**src/logic/chan_trim_pkg.sv**
```systemverilog
// Offsets, field layouts and reset values of the channel trim and input setup registers
package chan_trim_pkg;
    localparam logic [7:0] GAIN_TRIM_OFS = 8'h49;
    localparam logic [7:0] PHASE_TRIM_OFS = 8'h4A;
    localparam logic [7:0] INPUT_SETUP_OFS = 8'h4B;

    localparam logic [3:0] GAIN_TRIM_RST = 4'h8;
    localparam logic [3:0] GAIN_TRIM_ZERO_CODE = 4'h8;
    localparam int GAIN_TRIM_MSB = 7;
    localparam int GAIN_TRIM_LSB = 4;
    localparam logic [3:0] GAIN_TRIM_RSVD_RD = 4'h0;

    localparam logic [7:0] PHASE_TRIM_RST = 8'h00;
    localparam int PHASE_DEPTH = 255;

    localparam logic [7:0] INPUT_SETUP_RST = 8'h10;
    localparam int KIND_BIT = 7;
    localparam int SRC_MSB = 6;
    localparam int SRC_LSB = 5;
    localparam int COUPLE_BIT = 4;
    localparam int SWING_BIT = 3;
    localparam int AMP_MSB = 2;
    localparam int AMP_LSB = 1;
    localparam int AGC_BIT = 0;

    localparam logic [7:0] UNMAPPED_RD = 8'h00;
endpackage

```
**src/logic/chan_trim_regs.sv**
```systemverilog
// Channel three trim registers and channel four input setup register
`timescale 1ns/1ps
`default_nettype none
module chan_trim_regs (
    input wire logic mclk,
    input wire logic nrst,
    input wire logic [7:0] reg_addr,
    input wire logic reg_wr_en,
    input wire logic [7:0] reg_wdata,
    input wire logic reg_rd_en,
    output logic [7:0] reg_rdata,
    input wire logic mod_tick,
    input wire logic ch3_mod_bit,
    output logic ch3_mod_bit_delayed,
    output logic [3:0] gain_trim_code,
    output logic signed [3:0] gain_trim_tenth_db,
    output logic [7:0] phase_delay_cycles,
    output logic input_kind_select,
    output logic [1:0] input_source_select,
    output logic coupling_select,
    output logic mic_swing_select,
    output logic [1:0] amp_rejection_mode,
    output logic auto_gain_enable
);
    import chan_trim_pkg::*;

    logic [3:0] gain_trim_q;
    logic signed [3:0] gain_tenth_q;
    logic [7:0] phase_trim_q;
    logic [7:0] setup_q;
    logic [7:0] rdata_q;
    logic wr_gain;
    logic wr_phase;
    logic wr_setup;

    // ************************************************************
    // Write decode
    // ************************************************************
    assign wr_gain = reg_wr_en && (reg_addr == GAIN_TRIM_OFS);
    assign wr_phase = reg_wr_en && (reg_addr == PHASE_TRIM_OFS);
    assign wr_setup = reg_wr_en && (reg_addr == INPUT_SETUP_OFS);

    // Returns the trim in tenths of a dB: code minus the zero-trim code
    function automatic logic signed [3:0] trim_tenths(input logic [3:0] code);
        trim_tenths = signed'(code - GAIN_TRIM_ZERO_CODE);
    endfunction

    // ************************************************************
    // Channel three trims
    // ************************************************************
    // Only the upper nibble is stored; the low nibble has no flops at all
    always_ff @(posedge mclk or negedge nrst) begin
        if (!nrst) begin
            gain_trim_q <= GAIN_TRIM_RST;
            // Constant operands only, so the reset branch carries no logic
            gain_tenth_q <= signed'(GAIN_TRIM_RST - GAIN_TRIM_ZERO_CODE);
        end else if (wr_gain) begin
            gain_trim_q <= reg_wdata[GAIN_TRIM_MSB:GAIN_TRIM_LSB];
            gain_tenth_q <= trim_tenths(reg_wdata[GAIN_TRIM_MSB:GAIN_TRIM_LSB]);
        end
    end

    always_ff @(posedge mclk or negedge nrst) begin
        if (!nrst) begin
            phase_trim_q <= PHASE_TRIM_RST;
        end else if (wr_phase) begin
            phase_trim_q <= reg_wdata;
        end
    end

    // ************************************************************
    // Channel four input setup
    // ************************************************************
    // Reserved codes are stored as written; keeping them out is the host's job
    always_ff @(posedge mclk or negedge nrst) begin
        if (!nrst) begin
            setup_q <= INPUT_SETUP_RST;
        end else if (wr_setup) begin
            setup_q <= reg_wdata;
        end
    end

    // ************************************************************
    // Read path
    // ************************************************************
    // A write in the same cycle as a read shows up on the next read, not this one
    always_ff @(posedge mclk or negedge nrst) begin
        if (!nrst) begin
            rdata_q <= UNMAPPED_RD;
        end else if (reg_rd_en) begin
            unique case (reg_addr)
                GAIN_TRIM_OFS: rdata_q <= {gain_trim_q, GAIN_TRIM_RSVD_RD};
                PHASE_TRIM_OFS: rdata_q <= phase_trim_q;
                INPUT_SETUP_OFS: rdata_q <= setup_q;
                default: rdata_q <= UNMAPPED_RD;
            endcase
        end
    end

    // ************************************************************
    // Channel three phase delay
    // ************************************************************
    // Full 255-tap history; a shallower build would clip the largest trims
    phase_delay_line #(
        .DEPTH(PHASE_DEPTH)
    ) u_delay (
        .mclk(mclk),
        .nrst(nrst),
        .mod_tick(mod_tick),
        .phase_delay_cycles(phase_trim_q),
        .bit_in(ch3_mod_bit),
        .bit_out(ch3_mod_bit_delayed)
    );

    assign reg_rdata = rdata_q;
    assign gain_trim_code = gain_trim_q;
    assign gain_trim_tenth_db = gain_tenth_q;
    assign phase_delay_cycles = phase_trim_q;
    assign input_kind_select = setup_q[KIND_BIT];
    assign input_source_select = setup_q[SRC_MSB:SRC_LSB];
    assign coupling_select = setup_q[COUPLE_BIT];
    assign mic_swing_select = setup_q[SWING_BIT];
    assign amp_rejection_mode = setup_q[AMP_MSB:AMP_LSB];
    // The controller itself reads its mode from register 108 elsewhere
    assign auto_gain_enable = setup_q[AGC_BIT];

    // ************************************************************
    // Checks
    // ************************************************************
    a_gain_trim_write: assert property (@(posedge mclk) disable iff (!nrst)
        wr_gain |=> gain_trim_code == $past(reg_wdata[7:4]))
        else $error("gain trim code did not take the written upper nibble");

    a_trim_tenths_map: assert property (@(posedge mclk) disable iff (!nrst)
        (5'(gain_trim_code) == 5'(gain_trim_tenth_db) + 5'h08))
        else $error("gain trim offset is not code minus eight");

    a_rsvd_reads_zero: assert property (@(posedge mclk) disable iff (!nrst)
        reg_rd_en && reg_addr == 8'h49 |=> reg_rdata == {$past(gain_trim_q), 4'h0})
        else $error("gain trim read returned wrong data or nonzero reserved bits");

    a_phase_write: assert property (@(posedge mclk) disable iff (!nrst)
        reg_wr_en && reg_addr == 8'h4A |=> phase_delay_cycles == $past(reg_wdata))
        else $error("phase trim did not take the written value");

    a_setup_fields: assert property (@(posedge mclk) disable iff (!nrst)
        wr_setup |=> input_kind_select == $past(reg_wdata[7])
        && coupling_select == $past(reg_wdata[4])
        && auto_gain_enable == $past(reg_wdata[0])
        && amp_rejection_mode == $past(reg_wdata[2:1]))
        else $error("input setup fields do not follow the written byte");

    a_fields_hold: assert property (@(posedge mclk) disable iff (!nrst)
        !reg_wr_en |=> $stable(phase_delay_cycles) && $stable(gain_trim_code)
        && $stable({input_kind_select, input_source_select, coupling_select}))
        else $error("a configuration field changed without a write");

    a_setup_readback: assert property (@(posedge mclk) disable iff (!nrst)
        reg_rd_en && reg_addr == 8'h4B |=> reg_rdata == $past({input_kind_select,
        input_source_select, coupling_select, mic_swing_select,
        amp_rejection_mode, auto_gain_enable}))
        else $error("input setup read does not match the live fields");

    a_unmapped_zero: assert property (@(posedge mclk) disable iff (!nrst)
        reg_rd_en && (reg_addr < 8'h49 || reg_addr > 8'h4B) |=> reg_rdata == 8'h00)
        else $error("unmapped read returned nonzero data");

    a_phase_readback: assert property (@(posedge mclk) disable iff (!nrst)
        reg_rd_en && reg_addr == PHASE_TRIM_OFS |=> reg_rdata == $past(phase_trim_q))
        else $error("phase trim read does not match the stored delay");

    // Read data is registered and must not drift between reads
    a_rdata_hold: assert property (@(posedge mclk) disable iff (!nrst)
        !reg_rd_en |=> $stable(reg_rdata))
        else $error("read data changed without a read");

    a_gain_own_write: assert property (@(posedge mclk) disable iff (!nrst)
        !wr_gain |=> $stable(gain_trim_code) && $stable(gain_trim_tenth_db))
        else $error("gain trim changed without a write to its own address");

    a_phase_own_write: assert property (@(posedge mclk) disable iff (!nrst)
        !wr_phase |=> $stable(phase_delay_cycles))
        else $error("phase trim changed without a write to its own address");

    // Writes to the channel three trims must leave the channel four setup alone
    a_setup_own_write: assert property (@(posedge mclk) disable iff (!nrst)
        !wr_setup |=> $stable({input_kind_select, input_source_select,
        coupling_select, mic_swing_select, amp_rejection_mode, auto_gain_enable}))
        else $error("input setup changed without a write to its own address");

    a_swing_source: assert property (@(posedge mclk) disable iff (!nrst)
        wr_setup |=> mic_swing_select == $past(reg_wdata[3])
        && input_source_select == $past(reg_wdata[6:5]))
        else $error("swing or source field does not follow the written byte");

    // Codes below the zero-trim code must give a negative trim
    a_trim_sign: assert property (@(posedge mclk) disable iff (!nrst)
        gain_trim_tenth_db[3] == !gain_trim_code[3])
        else $error("gain trim sign does not match the code");

    c_agc_on_ac: cover property (@(posedge mclk) disable iff (!nrst)
        wr_setup && reg_wdata[0] && !reg_wdata[4]);
    c_phase_nonzero: cover property (@(posedge mclk) disable iff (!nrst)
        wr_phase ##1 phase_delay_cycles != 8'h00 ##[1:20] mod_tick);
    c_trim_readback: cover property (@(posedge mclk) disable iff (!nrst)
        wr_gain ##[1:4] (reg_rd_en && reg_addr == GAIN_TRIM_OFS));
endmodule
`default_nettype wire

```
**src/logic/phase_delay_line.sv**
```systemverilog
// Programmable delay of a modulator bit stream in whole modulator clock cycles
`timescale 1ns/1ps
`default_nettype none
module phase_delay_line #(
    parameter int DEPTH = 255
) (
    input wire logic mclk,
    input wire logic nrst,
    input wire logic mod_tick,
    input wire logic [7:0] phase_delay_cycles,
    input wire logic bit_in,
    output logic bit_out
);
    logic [DEPTH-1:0] hist_q;
    logic bit_out_q;

    // hist_q[k] holds the bit taken k+1 modulator ticks ago
    always_ff @(posedge mclk or negedge nrst) begin
        if (!nrst) begin
            hist_q <= '0;
        end else if (mod_tick) begin
            hist_q <= {hist_q[DEPTH-2:0], bit_in};
        end
    end

    always_ff @(posedge mclk or negedge nrst) begin
        if (!nrst) begin
            bit_out_q <= 1'b0;
        end else if (mod_tick) begin
            if (phase_delay_cycles == 8'h00) begin
                bit_out_q <= bit_in;
            end else begin
                bit_out_q <= hist_q[phase_delay_cycles - 8'h01];
            end
        end
    end

    assign bit_out = bit_out_q;

    a_zero_delay_pass: assert property (@(posedge mclk) disable iff (!nrst)
        mod_tick && phase_delay_cycles == 8'h00 |=> bit_out == $past(bit_in))
        else $error("zero phase delay did not pass the bit straight through");

    a_two_delay_hold: assert property (@(posedge mclk) disable iff (!nrst)
        mod_tick && phase_delay_cycles == 8'h02 |=> bit_out == $past(hist_q[1]))
        else $error("two cycle phase delay picked the wrong history bit");

    c_long_delay: cover property (@(posedge mclk) disable iff (!nrst)
        mod_tick && phase_delay_cycles == 8'hFF);
endmodule
`default_nettype wire

```
**config.mk**
```make
export PLATFORM = sky130hd
export DESIGN_NAME = chan_trim_regs
export DESIGN_NICKNAME = d
export VERILOG_FILES = /design/src/logic/chan_trim_pkg.sv /design/src/logic/chan_trim_regs.sv /design/src/logic/phase_delay_line.sv
export SDC_FILE = /design/constraint.sdc
export NUM_CORES = 1
export LEC_CHECK = 0
export BUFFER_PORTS_ARGS = -buffer_cell sky130_fd_sc_hd__buf_2
export CAP_MARGIN = 25
export CORE_MARGIN = 2
export CORE_UTILIZATION = 50
export DETAILED_ROUTE_END_ITERATION = 10
export PLACE_DENSITY = 0.69
export SYNTH_ARGS = -nofsm -noshare
export SYNTH_HDL_FRONTEND = slang
export SYNTH_SLANG_ARGS = --single-unit
```
**constraint.sdc**
```tcl
create_clock -name mclk -period 3.3 [get_ports mclk]
set_input_delay 0.66 -clock mclk [delete_from_list [all_inputs] [get_ports mclk]]
set_output_delay 0.66 -clock mclk [all_outputs]
set_load 0.02 [all_outputs]
```
Word level (Yosys, flattened, before mapping)
Index checks and enable logic that the tools add are counted.
- flip-flop bits (word level): 288
- output and inout bits: 33
- memories kept: 0
- latch bits: 0
- logic and storage cells: 21
- memory bits (read-only): 0
- bits of input ports: 22
- RAM bits: 0
- reductions and logical operators: 4
- eq/ne operators: 3
- multiply operators: 0
- add/sub/neg operators: 2
- order comparisons: 1
- shift operators: 0
- multiplexer cells: 4
- div/mod/pow operators: 0
- bitwise gates (word level): 0
- operator list (kind ; number):
    == test 8 x 7 -> 1 bit (second input constant) ; 3
    one-hot mux 8 bit (3 select lines) ; 1
    < comparator 8 x 9 -> 1 bit (second input constant) ; 1
    binary-select mux 1 bit (select 8 bit) ; 1
    zero test 8 bit ; 1
    subtractor 8 x 1 -> 8 bit (second input constant) ; 1
    subtractor 4 bit (second input constant) ; 1
    logical AND 1 bit ; 3
    two-way mux 1 bit ; 2

Logic depth before layout (Yosys ltp)
- depth after elaboration: 4
- mapped depth: 15

Cells and area by module
Synthesis repeated with hierarchy kept, for this count alone.
- cells, all modules: 849
- area total of the unflattened synthesis: 13232.7 sq um
- modules (own cells, without submodules) (module ; cells an instance ; times used ; area an instance (sq um)):
    phase_delay_line ; 756 ; 1 ; 11906.4
    chan_trim_regs ; 93 ; 1 ; 1326.3

Worst setup path before layout
Ideal clock, no wire load.
- path kind: register -> register
- start: register phase_trim_q[0], in the netlist phase_delay_cycles[0]
- end: register u_delay.bit_out_q, in the netlist u_delay.bit_out
- cell stages (with the launch flop): 13
- clock period less this slack: 3764 ps
- required time: 3160 ps
- arrival time: 3623 ps
- library setup time: 140 ps
- setup slack: -464 ps
- cells stage by stage: dfrtp_1 buf_4 buf_4 inv_2 buf_1 ha_1 xor2_4 buf_2 mux4_2 a2111oi_0 nor4_1 o311ai_1 o211ai_1
- word-level cells in the longest chain between the ends: 4
- ends and longest elaborated chain (item ; line ; RTL):
    from (decl) ; chan_trim_regs.sv:29 ; logic [7:0] phase_trim_q;
    from (signal assigned) ; chan_trim_regs.sv:67 ; phase_trim_q <= reg_wdata;
    subtractor 8 x 1 -> 8 bit ; phase_delay_line.sv:33 ; bit_out_q <= hist_q[phase_delay_cycles - 8'h01];
    binary-select mux 1 bit (select 8 bit) ; phase_delay_line.sv:33 ;
    two-way mux 1 bit (implied by the code) ; phase_delay_line.sv:33 ;
    two-way mux 1 bit * ; phase_delay_line.sv:30 ; if (phase_delay_cycles == 8'h00) begin
    to (signal assigned) ; phase_delay_line.sv:31 ; bit_out_q <= bit_in;
    to (signal assigned) ; phase_delay_line.sv:33 ;
    to (decl) ; phase_delay_line.sv:15 ; logic bit_out_q;
Mark *: on every way between the ends. The rest lies on a longest branch, timed or not. The select of a mux whose other input is x is not followed.
A chain may end at the register's enable or synchronous reset.

Final worst setup path
- start: register phase_trim_q[1], in the netlist phase_delay_cycles[1]
- end: register u_delay.bit_out_q, in the netlist u_delay.bit_out
Same word-level chain as after synthesis.

==> results.yml <==
critical_path:
  cp_data_arrival_time_ns: 3.42
  crit_required_ns: 3.71
  critPathMaxStageDelay_ns: 0.56
  worst-path-max-fanout: 18
  cp-end-kind: "register"
  path_cells: "inv_1 -> ha_4 -> xor2_4 -> buf_12 -> mux4_1 -> mux4_2 -> nand2_1 -> a21oi_1 -> o31ai_1 -> o211ai_1"
  path_buf_inv: 2
  path_class: "register to register"
  start_kind: "register"
  crit_family: "multiplexers"
  cp_slowest_cell: "mux4_1"
synth:
  syn_area_um2: 13100
  yosys_warnings: 0
  synth_nets: 873
  synth_ff_type: "dfrtp_1"
  synth_largest_area_cell: "dfrtp_1"
  synth_edf_count: 0
  synth_area_per_cell_um2: 15.4
  synth_common_cells: "dfrtp_1 (283), mux2_2 (276), mux4_2 (50)"
  synth_area_leaders: "dfrtp_1 (54%), mux2_2 (24%), mux4_2 (8.6%)"
  synth_top_area_share_pct: 54.1
  syn_inst: 849
  yosysUniqueCellTypes: 49
  synth-seq-area-share_pct: 54.5
  yosysMostFrequentCell: "dfrtp_1"
  ys_seq_elements: 285
  synthArstFlopShare_pct: 100
sta:
  post-route-period-util_pct: 91.3
  skew_ns: 0.0216
  hold_viol: 0
  tightest_slew_ns: 0.753
  drv_slew: 0
  min_period_ns: 3.01
  setup_ws_ns: 0.287
  clock.fmax_mhz: 332
  finalSetupViolCount: 0
  final.setup.tns_ns: 0
  relSlewSlack_pct: 49.2
  rsz0062_at_grt: "no"
  holdWs_ns: 0.0842
clocking:
  post_cts.repair.setup_buffers: 0
  insertion_delay_ns: 0.56
  root_buffer: "clkbuf_16"
  cts_hold_buf: 0
  clkSinkCount: 285
  cts-resized-gates: 0
  clk_path_buf_depth: 3
  cts_made_buffers: 31
  clk_pin_slew_ns: 0.06
  htree_levels: 1
  tritoncts: "done"
layout:
  layout-drive-gt1-share_pct: 50.6
  fin_nets: 934
  syn_to_final_growth_pct: 14.2
  fin_util_pct: 57.7
  fillers: 1990
  antenna_cells: 0
  fin_cells: 1269
route:
  route.detailed.drc: 0
  ant_nets: 0
  drt_iter0_markers: 488
  wl_um: 24300
  wl_per_cell_um: 19.1
  drt_first_pass_iters: 5
  via_per_inst: 5.78
  vias: 7333
placed_design:
  placed_cells_incl_taps: 1212
  gp_congestion: 0.782
  io_buffers: 54
  place_ws_ns: 0.278
  hpwlAfterDp_um: 15600
power_and_ir_drop:
  leakage_uw: 0.00719
  peakVddDrop_uv: 392
  powerDensity_nw_per_um2: 548
floorplan:
  dieArea_um2: 27500
  die_h_um: 166
  core_area_um2: 25900
  ios: 55
  start_util_pct: 50.5
  dieWidth_um: 166
  rows: 59
run:
  maxCapViolCount: 0
global_route:
  grt_remaining_overflow: 0
  grt_max_degree: 96
  track_usage_pct: 18.3
  grt_first_pass_wirelength_um: 41700
  grt_pass1_vias: 7557
  antenna_found_initial: 0
run_status:
  status: "finished clean"
hold_path:
  hold_path.class: "input pin to async pin"
[registers in the layout (all words and copies together) (netlist names)]
register / count
u_delay.hist_q: 255
phase_delay_cycles: 8
reg_rdata: 8
setup_q: 8
gain_trim_code: 4
gain_trim_tenth_db: 1
u_delay.bit_out: 1
[final timing paths]
path / from / to / slack, ns / depth (start not counted)
setup / recovery: phase_delay_cycles[1] / u_delay.bit_out / 0.29 / 10
hold / removal: nrst / u_delay.hist_q[187] / 0.08 / 1
setup reg to reg: phase_delay_cycles[1] / u_delay.bit_out / 0.29 / 10
hold reg to reg: gain_trim_tenth_db[3] / gain_trim_tenth_db[3] / 0.49 / 2
max in group asynchronous: nrst / u_delay.hist_q[151] / 2.40 / 2
min in group mclk: reg_wdata[1] / phase_delay_cycles[1] / 0.36 / 3
[cell type report]
type                       count  area (um^2)  share of cell area (%)
clock buffer                  46          922                    6.17
clock inverter                11          143                   0.954
inverter                      11         43.8                   0.293
multi-input combinational    494         5660                    37.9
sequential                   285         7140                    47.7
tap                          335          419                    2.80
timing repair buffer          87          626                    4.19
[where the power goes]
part / total, uW / internal (uW) / switching (uW)
clock network: 3540 / 2160 / 1380
logic: 853 / 420 / 433
registers: 3800 / 3670 / 132
total: 8190 / 6250 / 1940
[per-layer routing]
metal	track usage [%]	wire length (um)	vias up
met4	3.86	357	0
met5	0	0	-
met3	2.76	1070	34
li1	-	-	3334
met1	27.8	11600	3814
met2	28.2	11200	151
[logic make-up after synthesis]
family                   count (synthesis)  synth area share, %
XOR/XNOR                                 7                0.612
AO/OA/AOI/OAI                           57                 3.07
buffers and inverters                   70                 2.43
multiplexers                           376                 37.0
adder cells (fa/ha/maj)                  2                0.191
AND/OR/NAND/NOR                         52                 2.17
flip-flops                             285                 54.5
[worst reg2reg max path, stage by stage (launching register included)]
cell	delay (ns)
dfrtp_1	0.42
inv_1	0.15
ha_4	0.20
xor2_4	0.32
buf_12	0.23
mux4_1	0.58
mux4_2	0.48
nand2_1	0.08
a21oi_1	0.09
o31ai_1	0.22
o211ai_1	0.10
[metrics by stage]
stage          power, uW  cell area [um^2]
4_1_cts             8300             14900
5_1_grt             8540             14900
3_3_place_gp        4710             13900
3_5_place_dp        4730             13900
6_report            8190             14900
2_1_floorplan       4430             13100
[cells in the final DEF, fill, tap and decap left out, types with 6 or more instances in the layout]
cell type and count:
a21oi_1 9, clkbuf_1 6, buf_2 52, inv_1 10, nor3_1 6, mux2i_1 43
nand2_1 12, mux4_2 50, o211ai_1 6, o22ai_1 9, mux4_1 7, a31oi_1 6
mux2_2 276, clkbuf_8 9, buf_12 7, buf_4 26, nor2_1 8, dfrtp_1 282
clkbuf_16 31, a2111oi_0 8
Note: power is estimated with default switching activity, not from simulation.
